==> src/alsenc_regs.vh <==
`ifndef ALSENC_REGS_VH
`define ALSENC_REGS_VH
// =====================================================================
// register map (word offsets are byte addresses)
`define ALSENC_ADDR_W 4
`define ALSENC_REG_COND 4'h0
`define ALSENC_REG_CTRL 4'h4
`define ALSENC_REG_STAT 4'h8
`define ALSENC_REG_ADDR 4'hc
// =====================================================================
// condition register bits
`define ALSENC_C_AC_PRESENT 0
`define ALSENC_C_AC_OUTLIM 1
`define ALSENC_C_THERM_WARN 2
`define ALSENC_C_THERM_SHDN 3
`define ALSENC_C_FUSE 4
`define ALSENC_C_BOOST 5
`define ALSENC_C_OV_LATCH 6
`define ALSENC_C_OVERLOAD 7
`define ALSENC_C_INT_FAIL 8
`define ALSENC_C_STANDBY 9
`define ALSENC_C_SVC_REQ 10
`define ALSENC_C_COMM_FLT 11
`define ALSENC_COND_W 12
`define ALSENC_COND_RST 12'h000
// ctrl bit: output enable request from software
`define ALSENC_CTRL_OUT_EN 0
// =====================================================================
// timing
`define ALSENC_CLK_HZ 200000000
`define ALSENC_MS_PER_S 1000
`define ALSENC_US_PER_S 1000000
`define ALSENC_PG_PERIOD_US 1000
`define ALSENC_BLINK_MS 500
`endif

==> src/alsenc_top.v <==
// Added by the designer: the Avalon-MM register port and the register addresses.
`timescale 1ns/10ps
`include "alsenc_regs.vh"

// What this block does
// - in thermal alarm the service led is lit and overtemp warning low, rest ok.
// - overtemp warning is high normally and low from 5C below shutdown.
// - fuse or boost failure lights ac and fault leds and pulls fault, pg low.
// - latched overvoltage acts like rule three with overtemp warning high.
// - ac out of limits blinks ac led, pulls pg low; no ac turns ac led off.
// - overload blinks dc led and pulses pg with a 1 ms period.
// - a non-shutdown internal failure lights fault led and pulls fault low.
// - in pmbus mode a service request blinks the service led.
// - in rs485 mode a comm fault blinks the fault led.
// - fault alarm is open drain: released high, pulled low on a fault.
// - pg warning is low when loss of output is imminent, else released.
// - protocol input open selects pmbus, resistor fitted selects rs485.
// - address bits a3..a0 come from the first then second address level.
module alsenc_top #(
    parameter CLK_HZ = `ALSENC_CLK_HZ,
    parameter BLINK_MS = `ALSENC_BLINK_MS,
    parameter PG_PERIOD_US = `ALSENC_PG_PERIOD_US,
    parameter LVL_W = 2
) (
    input wire CLK_I,
    input wire RST_I,
    input wire [`ALSENC_ADDR_W-1:0] AVS_ADDRESS_I,
    input wire AVS_READ_I,
    input wire AVS_WRITE_I,
    input wire [31:0] AVS_WRITEDATA_I,
    input wire [3:0] AVS_BYTEENABLE_I,
    output reg [31:0] AVS_READDATA_O,
    output wire AVS_WAITREQUEST_O,
    input wire ON_OFF_N_I,
    input wire PROTOCOL_RES_I,
    input wire [LVL_W-1:0] ADDR_LEVEL_FIRST_I,
    input wire [LVL_W-1:0] ADDR_LEVEL_SECOND_I,
    output reg LED_AC_O,
    output reg LED_DC_O,
    output reg LED_SERVICE_O,
    output reg LED_FAULT_O,
    output wire FAULT_N_O,
    output wire FAULT_N_OE_N_O,
    output wire OVERTEMP_WARN_N_O,
    output wire OVERTEMP_WARN_N_OE_N_O,
    output wire POWER_GOOD_WARN_N_O,
    output wire POWER_GOOD_WARN_N_OE_N_O,
    output wire MODULE_PRESENT_N_O,
    output reg MAIN_OUT_EN_O,
    output reg RS485_MODE_O,
    output reg [2*LVL_W-1:0] ADDR_BITS_O
);

// =====================================================================
// timing counts
// integer division: clk_hz should be a whole number of mhz, else the
// pg period comes out short; the blink period needs only whole khz
localparam integer CYC_PER_MS = CLK_HZ / `ALSENC_MS_PER_S;
localparam integer CYC_PER_US = CLK_HZ / `ALSENC_US_PER_S;
localparam integer BLINK_HALF = CYC_PER_MS * BLINK_MS;
localparam integer PG_HALF = CYC_PER_US * PG_PERIOD_US / 2;
localparam integer N_ALARM = 3;

// =====================================================================
// register bus: one wait cycle, then the answer
// every access takes two cycles: waitrequest is high in the first, the
// second commits a write or presents read data; ack_q drops right after
// so back to back requests each see their own wait cycle
reg ack_q;
reg [`ALSENC_COND_W-1:0] cond_q;
reg ctrl_out_en_q;
wire req = (AVS_READ_I | AVS_WRITE_I) & ~ack_q;
wire wr_now = AVS_WRITE_I & ack_q;
wire rd_now = AVS_READ_I & ack_q;
assign AVS_WAITREQUEST_O = (AVS_READ_I | AVS_WRITE_I) & ~ack_q;

always @(posedge CLK_I) begin
    if (RST_I) begin
        ack_q <= 1'b0;
    end else begin
        ack_q <= req;
    end
end

always @(posedge CLK_I) begin
    if (RST_I) begin
        cond_q <= `ALSENC_COND_RST;
        ctrl_out_en_q <= 1'b0;
    end else if (wr_now) begin
        // stat and addr are read only; writes there and to unmapped
        // addresses are dropped
        if (AVS_ADDRESS_I == `ALSENC_REG_COND) begin
            // only lanes 0 and 1 carry condition bits
            if (AVS_BYTEENABLE_I[0])
                cond_q[7:0] <= AVS_WRITEDATA_I[7:0];
            if (AVS_BYTEENABLE_I[1])
                cond_q[`ALSENC_COND_W-1:8] <=
                    AVS_WRITEDATA_I[`ALSENC_COND_W-1:8];
        end
        if (AVS_ADDRESS_I == `ALSENC_REG_CTRL && AVS_BYTEENABLE_I[0])
            ctrl_out_en_q <= AVS_WRITEDATA_I[`ALSENC_CTRL_OUT_EN];
    end
end

// =====================================================================
// blink and pg pulse timers
reg [31:0] blink_cnt_q;
reg blink_q;
reg [31:0] pg_cnt_q;
reg pg_pulse_q;
always @(posedge CLK_I) begin
    if (RST_I) begin
        blink_cnt_q <= 32'h0;
        blink_q <= 1'b0;
        pg_cnt_q <= 32'h0;
        pg_pulse_q <= 1'b1;
    end else begin
        // one shared slow phase keeps all blinking leds in step
        if (blink_cnt_q >= BLINK_HALF - 1) begin
            blink_cnt_q <= 32'h0;
            blink_q <= ~blink_q;
        end else begin
            blink_cnt_q <= blink_cnt_q + 32'h1;
        end
        // pg pulse restarts high on each overload so the first half
        // period is always a released level
        if (!cond_q[`ALSENC_C_OVERLOAD]) begin
            pg_cnt_q <= 32'h0;
            pg_pulse_q <= 1'b1;
        end else if (pg_cnt_q >= PG_HALF - 1) begin
            pg_cnt_q <= 32'h0;
            pg_pulse_q <= ~pg_pulse_q;
        end else begin
            pg_cnt_q <= pg_cnt_q + 32'h1;
        end
    end
end

// =====================================================================
// priority encoder, most severe first
// severity order, highest first: thermal shutdown, latched overvoltage,
// fuse or boost failure, ac absent, ac out of limits, standby, overload,
// internal failure, thermal warning, service request, comm fault.
// only the top active condition drives the pins; a lower one shows again
// as soon as software clears the ones above it
reg ac_d, dc_d, svc_d, flt_d, fault_d, otw_d, pg_d;
wire pmbus = ~PROTOCOL_RES_I;
always @* begin
    ac_d = 1'b1;
    dc_d = 1'b1;
    svc_d = 1'b0;
    flt_d = 1'b0;
    fault_d = 1'b1;
    otw_d = 1'b1;
    pg_d = 1'b1;
    if (cond_q[`ALSENC_C_THERM_SHDN]) begin
        dc_d = 1'b0;
        svc_d = 1'b1;
        flt_d = 1'b1;
        fault_d = 1'b0;
        otw_d = 1'b0;
        pg_d = 1'b0;
    end else if (cond_q[`ALSENC_C_OV_LATCH]) begin
        dc_d = 1'b0;
        flt_d = 1'b1;
        fault_d = 1'b0;
        pg_d = 1'b0;
    end else if (cond_q[`ALSENC_C_FUSE] | cond_q[`ALSENC_C_BOOST]) begin
        dc_d = 1'b0;
        flt_d = 1'b1;
        fault_d = 1'b0;
        pg_d = 1'b0;
    end else if (!cond_q[`ALSENC_C_AC_PRESENT]) begin
        ac_d = 1'b0;
        dc_d = 1'b0;
        pg_d = 1'b0;
    end else if (cond_q[`ALSENC_C_AC_OUTLIM]) begin
        ac_d = blink_q;
        dc_d = 1'b0;
        pg_d = 1'b0;
    end else if (cond_q[`ALSENC_C_STANDBY]) begin
        // remote standby: output off while the input is still fine
        dc_d = 1'b0;
        pg_d = 1'b0;
    end else if (cond_q[`ALSENC_C_OVERLOAD]) begin
        // pg pulses instead of holding low: load is carried but at risk
        dc_d = blink_q;
        pg_d = pg_pulse_q;
    end else if (cond_q[`ALSENC_C_INT_FAIL]) begin
        // unit keeps running, so dc and pg stay good
        flt_d = 1'b1;
        fault_d = 1'b0;
    end else if (cond_q[`ALSENC_C_THERM_WARN]) begin
        svc_d = 1'b1;
        otw_d = 1'b0;
        // mode gated: a blink means something else in each protocol
    end else if (pmbus & cond_q[`ALSENC_C_SVC_REQ]) begin
        svc_d = blink_q;
    end else if (!pmbus & cond_q[`ALSENC_C_COMM_FLT]) begin
        flt_d = blink_q;
    end
end

// =====================================================================
// output flops
// all pins change on one edge, so a shelf controller never sees a
// mixture of old and new alarm states
reg fault_q, otw_q, pg_q;
always @(posedge CLK_I) begin
    if (RST_I) begin
        LED_AC_O <= 1'b0;
        LED_DC_O <= 1'b0;
        LED_SERVICE_O <= 1'b0;
        LED_FAULT_O <= 1'b0;
        fault_q <= 1'b1;
        otw_q <= 1'b1;
        pg_q <= 1'b1;
    end else begin
        LED_AC_O <= ac_d;
        LED_DC_O <= dc_d;
        LED_SERVICE_O <= svc_d;
        LED_FAULT_O <= flt_d;
        fault_q <= fault_d;
        otw_q <= otw_d;
        pg_q <= pg_d;
    end
end

// =====================================================================
// mode, output enable and address levels
always @(posedge CLK_I) begin
    if (RST_I) begin
        MAIN_OUT_EN_O <= 1'b0;
        RS485_MODE_O <= 1'b0;
        ADDR_BITS_O <= {2*LVL_W{1'b0}};
    end else begin
        // on/off only gates the output in pmbus/analog mode
        MAIN_OUT_EN_O <= ctrl_out_en_q &
            (~pmbus | ~ON_OFF_N_I);
        RS485_MODE_O <= ~pmbus;
        // upper address bits from the first level, lower from the second
        ADDR_BITS_O <= {ADDR_LEVEL_FIRST_I, ADDR_LEVEL_SECOND_I};
    end
end

// =====================================================================
// alarm pins
// open drain: drive low only, enable active low while driving;
// the pad never drives high, so a released pin rests at the pull-up
wire [N_ALARM-1:0] alarm_q = {pg_q, otw_q, fault_q};
wire [N_ALARM-1:0] od_data;
wire [N_ALARM-1:0] od_oe_n;
genvar gi;
generate
    for (gi = 0; gi < N_ALARM; gi = gi + 1) begin : g_od
        assign od_data[gi] = 1'b0;
        assign od_oe_n[gi] = alarm_q[gi];
    end
endgenerate
assign FAULT_N_O = od_data[0];
assign FAULT_N_OE_N_O = od_oe_n[0];
assign OVERTEMP_WARN_N_O = od_data[1];
assign OVERTEMP_WARN_N_OE_N_O = od_oe_n[1];
assign POWER_GOOD_WARN_N_O = od_data[2];
assign POWER_GOOD_WARN_N_OE_N_O = od_oe_n[2];
// module present is a short pin: pulled low whenever the unit is seated
assign MODULE_PRESENT_N_O = 1'b0;

// =====================================================================
// status snapshot for software
wire [31:0] stat_word = {21'h0, MAIN_OUT_EN_O, RS485_MODE_O,
    pg_q, otw_q, fault_q, LED_FAULT_O, LED_SERVICE_O,
    LED_DC_O, LED_AC_O, blink_q, pg_pulse_q};

// =====================================================================
// read mux
always @(posedge CLK_I) begin
    if (RST_I) begin
        AVS_READDATA_O <= 32'h0;
    end else if (req & AVS_READ_I) begin
        case (AVS_ADDRESS_I)
            `ALSENC_REG_COND:
                AVS_READDATA_O <= {{(32-`ALSENC_COND_W){1'b0}}, cond_q};
            `ALSENC_REG_CTRL:
                AVS_READDATA_O <= {31'h0, ctrl_out_en_q};
            `ALSENC_REG_STAT:
                AVS_READDATA_O <= stat_word;
            `ALSENC_REG_ADDR:
                AVS_READDATA_O <= {{(32-2*LVL_W){1'b0}}, ADDR_BITS_O};
            default:
                AVS_READDATA_O <= 32'h0;
        endcase
    end
end

endmodule // alsenc_top

==> config.mk <==
export PLATFORM = sky130hd
export DESIGN_NAME = alsenc_top
export DESIGN_NICKNAME = d
export VERILOG_FILES = /design/src/alsenc_top.v
export VERILOG_INCLUDE_DIRS = /design/src
export SDC_FILE = /design/constraint.sdc
export NUM_CORES = 1
export LEC_CHECK = 0
export BUFFER_PORTS_ARGS = -buffer_cell sky130_fd_sc_hd__buf_4
export CAP_MARGIN = 20
export CORE_ASPECT_RATIO = 1.1
export CORE_MARGIN = 1.5
export CORE_UTILIZATION = 30
export CTS_CLUSTER_DIAMETER = 30
export DETAILED_ROUTE_END_ITERATION = 8
export PLACE_DENSITY = 0.61
export SYNTH_ARGS = -nofsm -noshare
export SYNTH_HDL_FRONTEND = slang
export SYNTH_SLANG_ARGS = --single-unit
==> constraint.sdc <==
create_clock -name CLK_I -period 2.8 [get_ports CLK_I]
set_clock_uncertainty 0.1 [all_clocks]
set_input_delay 0.56 -clock CLK_I [delete_from_list [all_inputs] [get_ports CLK_I]]
set_output_delay 0.56 -clock CLK_I [all_outputs]
set_load 0.01 [all_outputs]
**Word level (Yosys, flattened, before mapping)**

Cells that the tools add are included.

- Bits in registers: 125
- Latch bits: 0
- Bits in writable memories: 0
- Memory bits (read-only): 0
- Input bits: 50
- Logic and storage cells: 103
- Memories kept: 0

- Add/sub/neg operators: 2
- Multiply operators: 0
- Divide/modulo/power cells: 0
- Magnitude comparators: 2
- Equality and inequality tests: 3
- Shifts and indexed selects: 0
- Mux-type cells: 52
- Bitwise operators: 16
- Reductions and logical operators: 9

Operators with widths:

| kind | number |
|---|---|
| 32-bit by 1-bit adder with 32-bit output (second input constant) | 2 |
| 1-bit two-way mux | 51 |
| 12-bit case mux with 4 select lines | 1 |
| 32-bit by 17-bit greater-or-equal comparator with 1-bit output (second input constant) | 1 |
| 32-bit by 27-bit greater-or-equal comparator with 1-bit output (second input constant) | 1 |
| 4-bit equality test (second input constant) | 2 |
| 1-bit NOT | 7 |
| 7-bit OR reduction | 1 |
| 1-bit AND | 6 |
| 3-bit AND reduction | 2 |
| 4-bit by 3-bit equality test with 1-bit output (second input constant) | 1 |
| 4-bit logical NOT | 1 |
| 2-bit OR reduction | 2 |
| 1-bit OR | 3 |
| 3-bit OR reduction | 1 |
| 2-bit AND reduction | 1 |
| 1-bit logical AND | 1 |

**Longest topological paths before layout**

- Depth after elaboration: 12
- Depth in mapped cells: 8
- Depth with buffers taken out: 6

**Least setup slack after synthesis**

Ideal clock, no wire load.

- Path kind: input-to-reg
- Start: input port AVS_ADDRESS_I[2]
- End: register cond_q[0]
- Data arrival time: 1.846 ns
- Required time: 2.572 ns
- Path slack: 0.726 ns
- Stages on the path: 6
- Buffers on the path: 2
- Cells stage by stage: clkbuf_1 -> nor4_1 -> nor2b_1 -> clkbuf_1 -> mux2i_1 -> nor2_1

- Word-level cells in the longest chain between the ends: 2

RTL lines:

| item | RTL line | source |
|---|---|---|
| start, declared | alsenc_top.v:27 | `` input wire [`ALSENC_ADDR_W-1:0] AVS_ADDRESS_I, `` |
| 4-bit logical NOT | -- |  |
| 3-bit AND reduction (no line) | -- |  |
| end signal, assigned | alsenc_top.v:87 | `` cond_q <= `ALSENC_COND_RST; `` |
| end signal, assigned | alsenc_top.v:95 | `cond_q[7:0] <= AVS_WRITEDATA_I[7:0];` |
| end signal, assigned by index | alsenc_top.v:97 | `` cond_q[`ALSENC_COND_W-1:8] <= `` |
| end, declared | alsenc_top.v:70 | `` reg [`ALSENC_COND_W-1:0] cond_q; `` |

Every way passes these cells.
A chain may end at the register's enable or synchronous reset.

**Final worst setup path**

- Start: register blink_cnt_q[12]
- End: register blink_cnt_q[5]

- Word-level cells in the longest chain between the ends: 2

RTL lines:

| item | RTL line | source |
|---|---|---|
| start, declared | alsenc_top.v:107 | `reg [31:0] blink_cnt_q;` |
| start signal, assigned | alsenc_top.v:123 | `blink_cnt_q <= blink_cnt_q + 32'h1;` |
| 32-bit by 27-bit greater-or-equal comparator with 1-bit output | alsenc_top.v:119 | `if (blink_cnt_q >= BLINK_HALF - 1) begin` |
| 2-bit OR reduction (no line) | -- |  |

Every way passes these cells.

==> key figures <==
Outcome
  • Result of the run: complete, no violations

Floorplan
  • Die area: 14900 um^2
  • Placeable core region: 13800 um^2
  • Die width: 116 um
  • Die Ht: 128 um
  • I/O pin count: 100
  • # rows: 45
  • Effective utilization at floorplan: 0.308

STA
  • Hold violation count in the final report: 0
  • Setup violations, final: 0
  • RSZ-0062 raised after global routing: no
  • Slack of the critical path: 0.616 ns
  • Summed negative setup slack over all endpoints: 0 ns
  • Final max-slew violation count: 0
  • Top achievable clock speed: 458 MHz
  • Transition at the pin with the smallest max-transition slack: 0.775 ns
  • Fraction of the cycle the final worst path needs: 0.780
  • Minimum clock period after layout: 2.18 ns
  • Worst slew margin relative to its limit: 0.478

Hold path
  • Worst min path class: input pin to flop

Critical path
  • Worst-path maximum fanout: 27
  • Endpoint kind of the worst setup timing path: flop
  • Startpoint types: flop
  • Worst Path Class, Setup: flop to flop
  • WP data required: 2.97 ns
  • Critical path arrival: 2.35 ns

Synthesis
  • Fraction of the yosys area taken by sequential cells: 0.495
  • Post-synthesis cell area: 4250 um^2
  • Basic-gate share of the synthesized area counting and, or, nand and nor cells: 0.241
  • Xor and xnor area share after synthesis: 0.0824
  • Multiplexer area fraction after synthesis: 0.0642
  • Avg Cell Area, Syn: 9.57 um^2
  • Library cell occupying the most area in the post-synthesis netlist: sky130_fd_sc_hd__dfxtp_1
  • Count of distinct cell types in the synthesized netlist: 43
  • Area share of fa/ha/maj cells after synthesis: 0.00589
  • Number of synthesis warnings: 0
  • Area share of the largest cell type after synthesis: 0.495
  • Dominant combinational cell family by area after synthesis: simple AND/OR/NAND/NOR gates
  • Dominant cells by area after synthesis: sky130_fd_sc_hd__dfxtp_1 49%, sky130_fd_sc_hd__nor2_1 6.5%, sky130_fd_sc_hd__xor2_1 5.2%, sky130_fd_sc_hd__buf_4 4.2%, sky130_fd_sc_hd__mux2i_1 3.8%
  • Synthesized instance count: 444
  • Compound-gate portion of the synthesized area: 0.0453
  • Number of flip-flops and latches in the synthesized netlist: 105

Power and ir drop
  • Combinational cell fraction of total power: 0.040
  • Net load switching power: 0.629 mW
  • Internal power: 2.20 mW
  • Leakage power summed over all cells: 1.87 nW
  • Worst supply voltage drop on vdd: 299 uV
  • Power per Cell Area: 556 nW/um^2
  • Switching share of power: 0.222
  • Portion of total power attributed to the clock network: 0.420
  • Share of power burned in registers: 0.539

Drt
  • Via count: 3097
  • Antenna viol nets, final: 0
  • Iter 0 DRT Violations: 158
  • Drt pass-1 iters: 4
  • Wire per inst: 11.8 um
  • DRC violation count after routing: 0
  • Final wirelength: 8370 um
  • Via-to-Cell Ratio: 4.36

Clock tree
  • Buffers inserted by post-CTS timing repair: 0
  • Library cell used as clock root buffer: sky130_fd_sc_hd__clkbuf_16
  • Clock Sink Count: 105
  • Clock tree buffer depth: 2
  • Clock Latency Late Sink: 0.34 ns
  • TritonCTS clock tree: yes
  • Hold_buf cts: 0
  • Clock-pin slew of the registers on the worst-case setup and hold paths: 0.07 ns
  • Number of buffers added by the clock tree synthesis step: 9
  • Resize count post-CTS: 0
  • H-tree levels: 3

Layout
  • Layout cell share with drive strength beyond 1: 0.184
  • Design area: 5100 um^2
  • Leading cell types in the layout, fill and taps excluded: 105 x sky130_fd_sc_hd__dfxtp_1, 74 x sky130_fd_sc_hd__nor2_1, 57 x sky130_fd_sc_hd__buf_4, 44 x sky130_fd_sc_hd__conb_1, 26 x sky130_fd_sc_hd__nand3_1
  • Share of the core filled with cells in the final layout: 0.370
  • Most frequent standard cell in the layout excluding fill and tap cells: sky130_fd_sc_hd__dfxtp_1
  • Layout overhead on the synthesized area: 20.0%
  • Non-filler instance count after layout: 711
  • Fin nets: 569

Placement
  • Placed cells: 694
  • DPL Wire Length: 6150 um
  • Area after DPL: 4810 um^2
  • Port Buffers: 53
  • Last weighted congestion value of the routability-driven placer: 0.766
  • Pre-CTS setup slack: 0.612 ns

Global routing
  • Vias in the first global route: 3003
  • Overall track demand over capacity in global routing: 0.115
  • Global-route wire length before repair: 13700 um
  • Number of antenna violations at the first check in global routing: 1
  • Largest net degree at the start of global routing: 43
  • Total congestion overflow: 0

Run
  • Max-cap check violation count: 0
## cells by family after synthesis
group / after synthesis
fa+ha+maj: 2
xor+xnor: 40
simple gates: 200
flops: 105
buf+inv: 42
compound gates: 29
mux: 25
other cells: 1
## metrics by stage
| stage | total power [mW] | hold slack, ns |
|---|---|---|
| after floorplan | 1.65 | 0.330 |
| after global placement | 1.68 | 0.343 |
| after detailed placement | 1.68 | 0.357 |
| after CTS | 2.87 | 0.331 |
| after global routing | 2.95 | 0.322 |
| final | 2.83 | 0.336 |
## critical path, stage by stage, from the launching register on
cell and delay, ns:
sky130_fd_sc_hd__dfxtp_1 0.38, sky130_fd_sc_hd__or4_1 0.53, sky130_fd_sc_hd__or3_1 0.41, sky130_fd_sc_hd__a211o_1 0.27, sky130_fd_sc_hd__buf_4 0.27, sky130_fd_sc_hd__nor2_1 0.15
## flip-flops by register name (all words and copies together) (netlist names), 4 cells and up
signal,flops
AVS_READDATA_O,12
cond_q,12
ADDR_BITS_O,4
pg_cnt_q,32
blink_cnt_q,32
## layer usage
| metal | track usage | wire length, um |
|---|---|---|
| met5 | 0 | 0 |
| met3 | 0.0359 | 458 |
| met2 | 0.201 | 4070 |
| met1 | 0.135 | 3790 |
| met4 | 0.0301 | 54 |
## layout make-up
cell class / instances / area [um^2]
sequential: 105 / 2100
clock inverter: 6 / 48.8
tap: 188 / 235
inverter: 4 / 15.0
fill: 1410 / 8690
antenna: 1 / 2.50
timing repair buffer: 57 / 428
clock buffer: 10 / 239
multi-input combinational: 340 / 2030
## Yosys cell counts, drive strengths merged
| cell type | count |
|---|---|
| and4 | 1 |
| mux4 | 1 |
| a21oi | 7 |
| nor2 | 84 |
| nor2b | 13 |
| buf | 29 |
| mux2i | 16 |
| ha | 2 |
| nor4 | 14 |
| nand2 | 22 |
| o21ai | 4 |
| o21bai | 2 |
| mux2 | 8 |
| or4 | 1 |
| a211oi | 1 |
| xor2 | 25 |
| and3 | 7 |
| a41oi | 1 |
| nor3 | 11 |
| a22oi | 11 |
| or2 | 2 |
| conb | 1 |
| nand3b | 1 |
| dfxtp | 105 |
| or4b | 1 |
| o211ai | 1 |
| nand3 | 26 |
| inv | 4 |
| xnor2 | 15 |
| a211o | 1 |
| a21o | 1 |
| or3 | 1 |
| clkbuf | 9 |
| and2 | 2 |
| nor3b | 3 |
| nand2b | 1 |
| nand4 | 10 |
## final timing paths
check                                  start                        end  slack (ns)  cells after the start
setup / recovery  blink_cnt_q[12]$_SDFF_PP0_  blink_cnt_q[5]$_SDFF_PP0_        0.62                      5
hold / removal         ADDR_LEVEL_FIRST_I[0]  ADDR_BITS_O[2]$_SDFF_PP0_        0.34                      2
setup reg to reg  blink_cnt_q[12]$_SDFF_PP0_  blink_cnt_q[5]$_SDFF_PP0_        0.62                      5
hold reg to reg       pg_cnt_q[0]$_SDFF_PP0_     pg_cnt_q[0]$_SDFF_PP0_        0.38                      1
## power groups by stage
stage               clock network [mW]  logic (mW)  registers [mW]
floorplan                            0      0.0846            1.56
global placement                     0       0.114            1.56
detailed placement                   0       0.115            1.56
CTS                               1.23       0.115            1.53
global route                      1.29       0.128            1.53
finish                            1.19       0.115            1.53
Power figures use the tool's default switching activity.
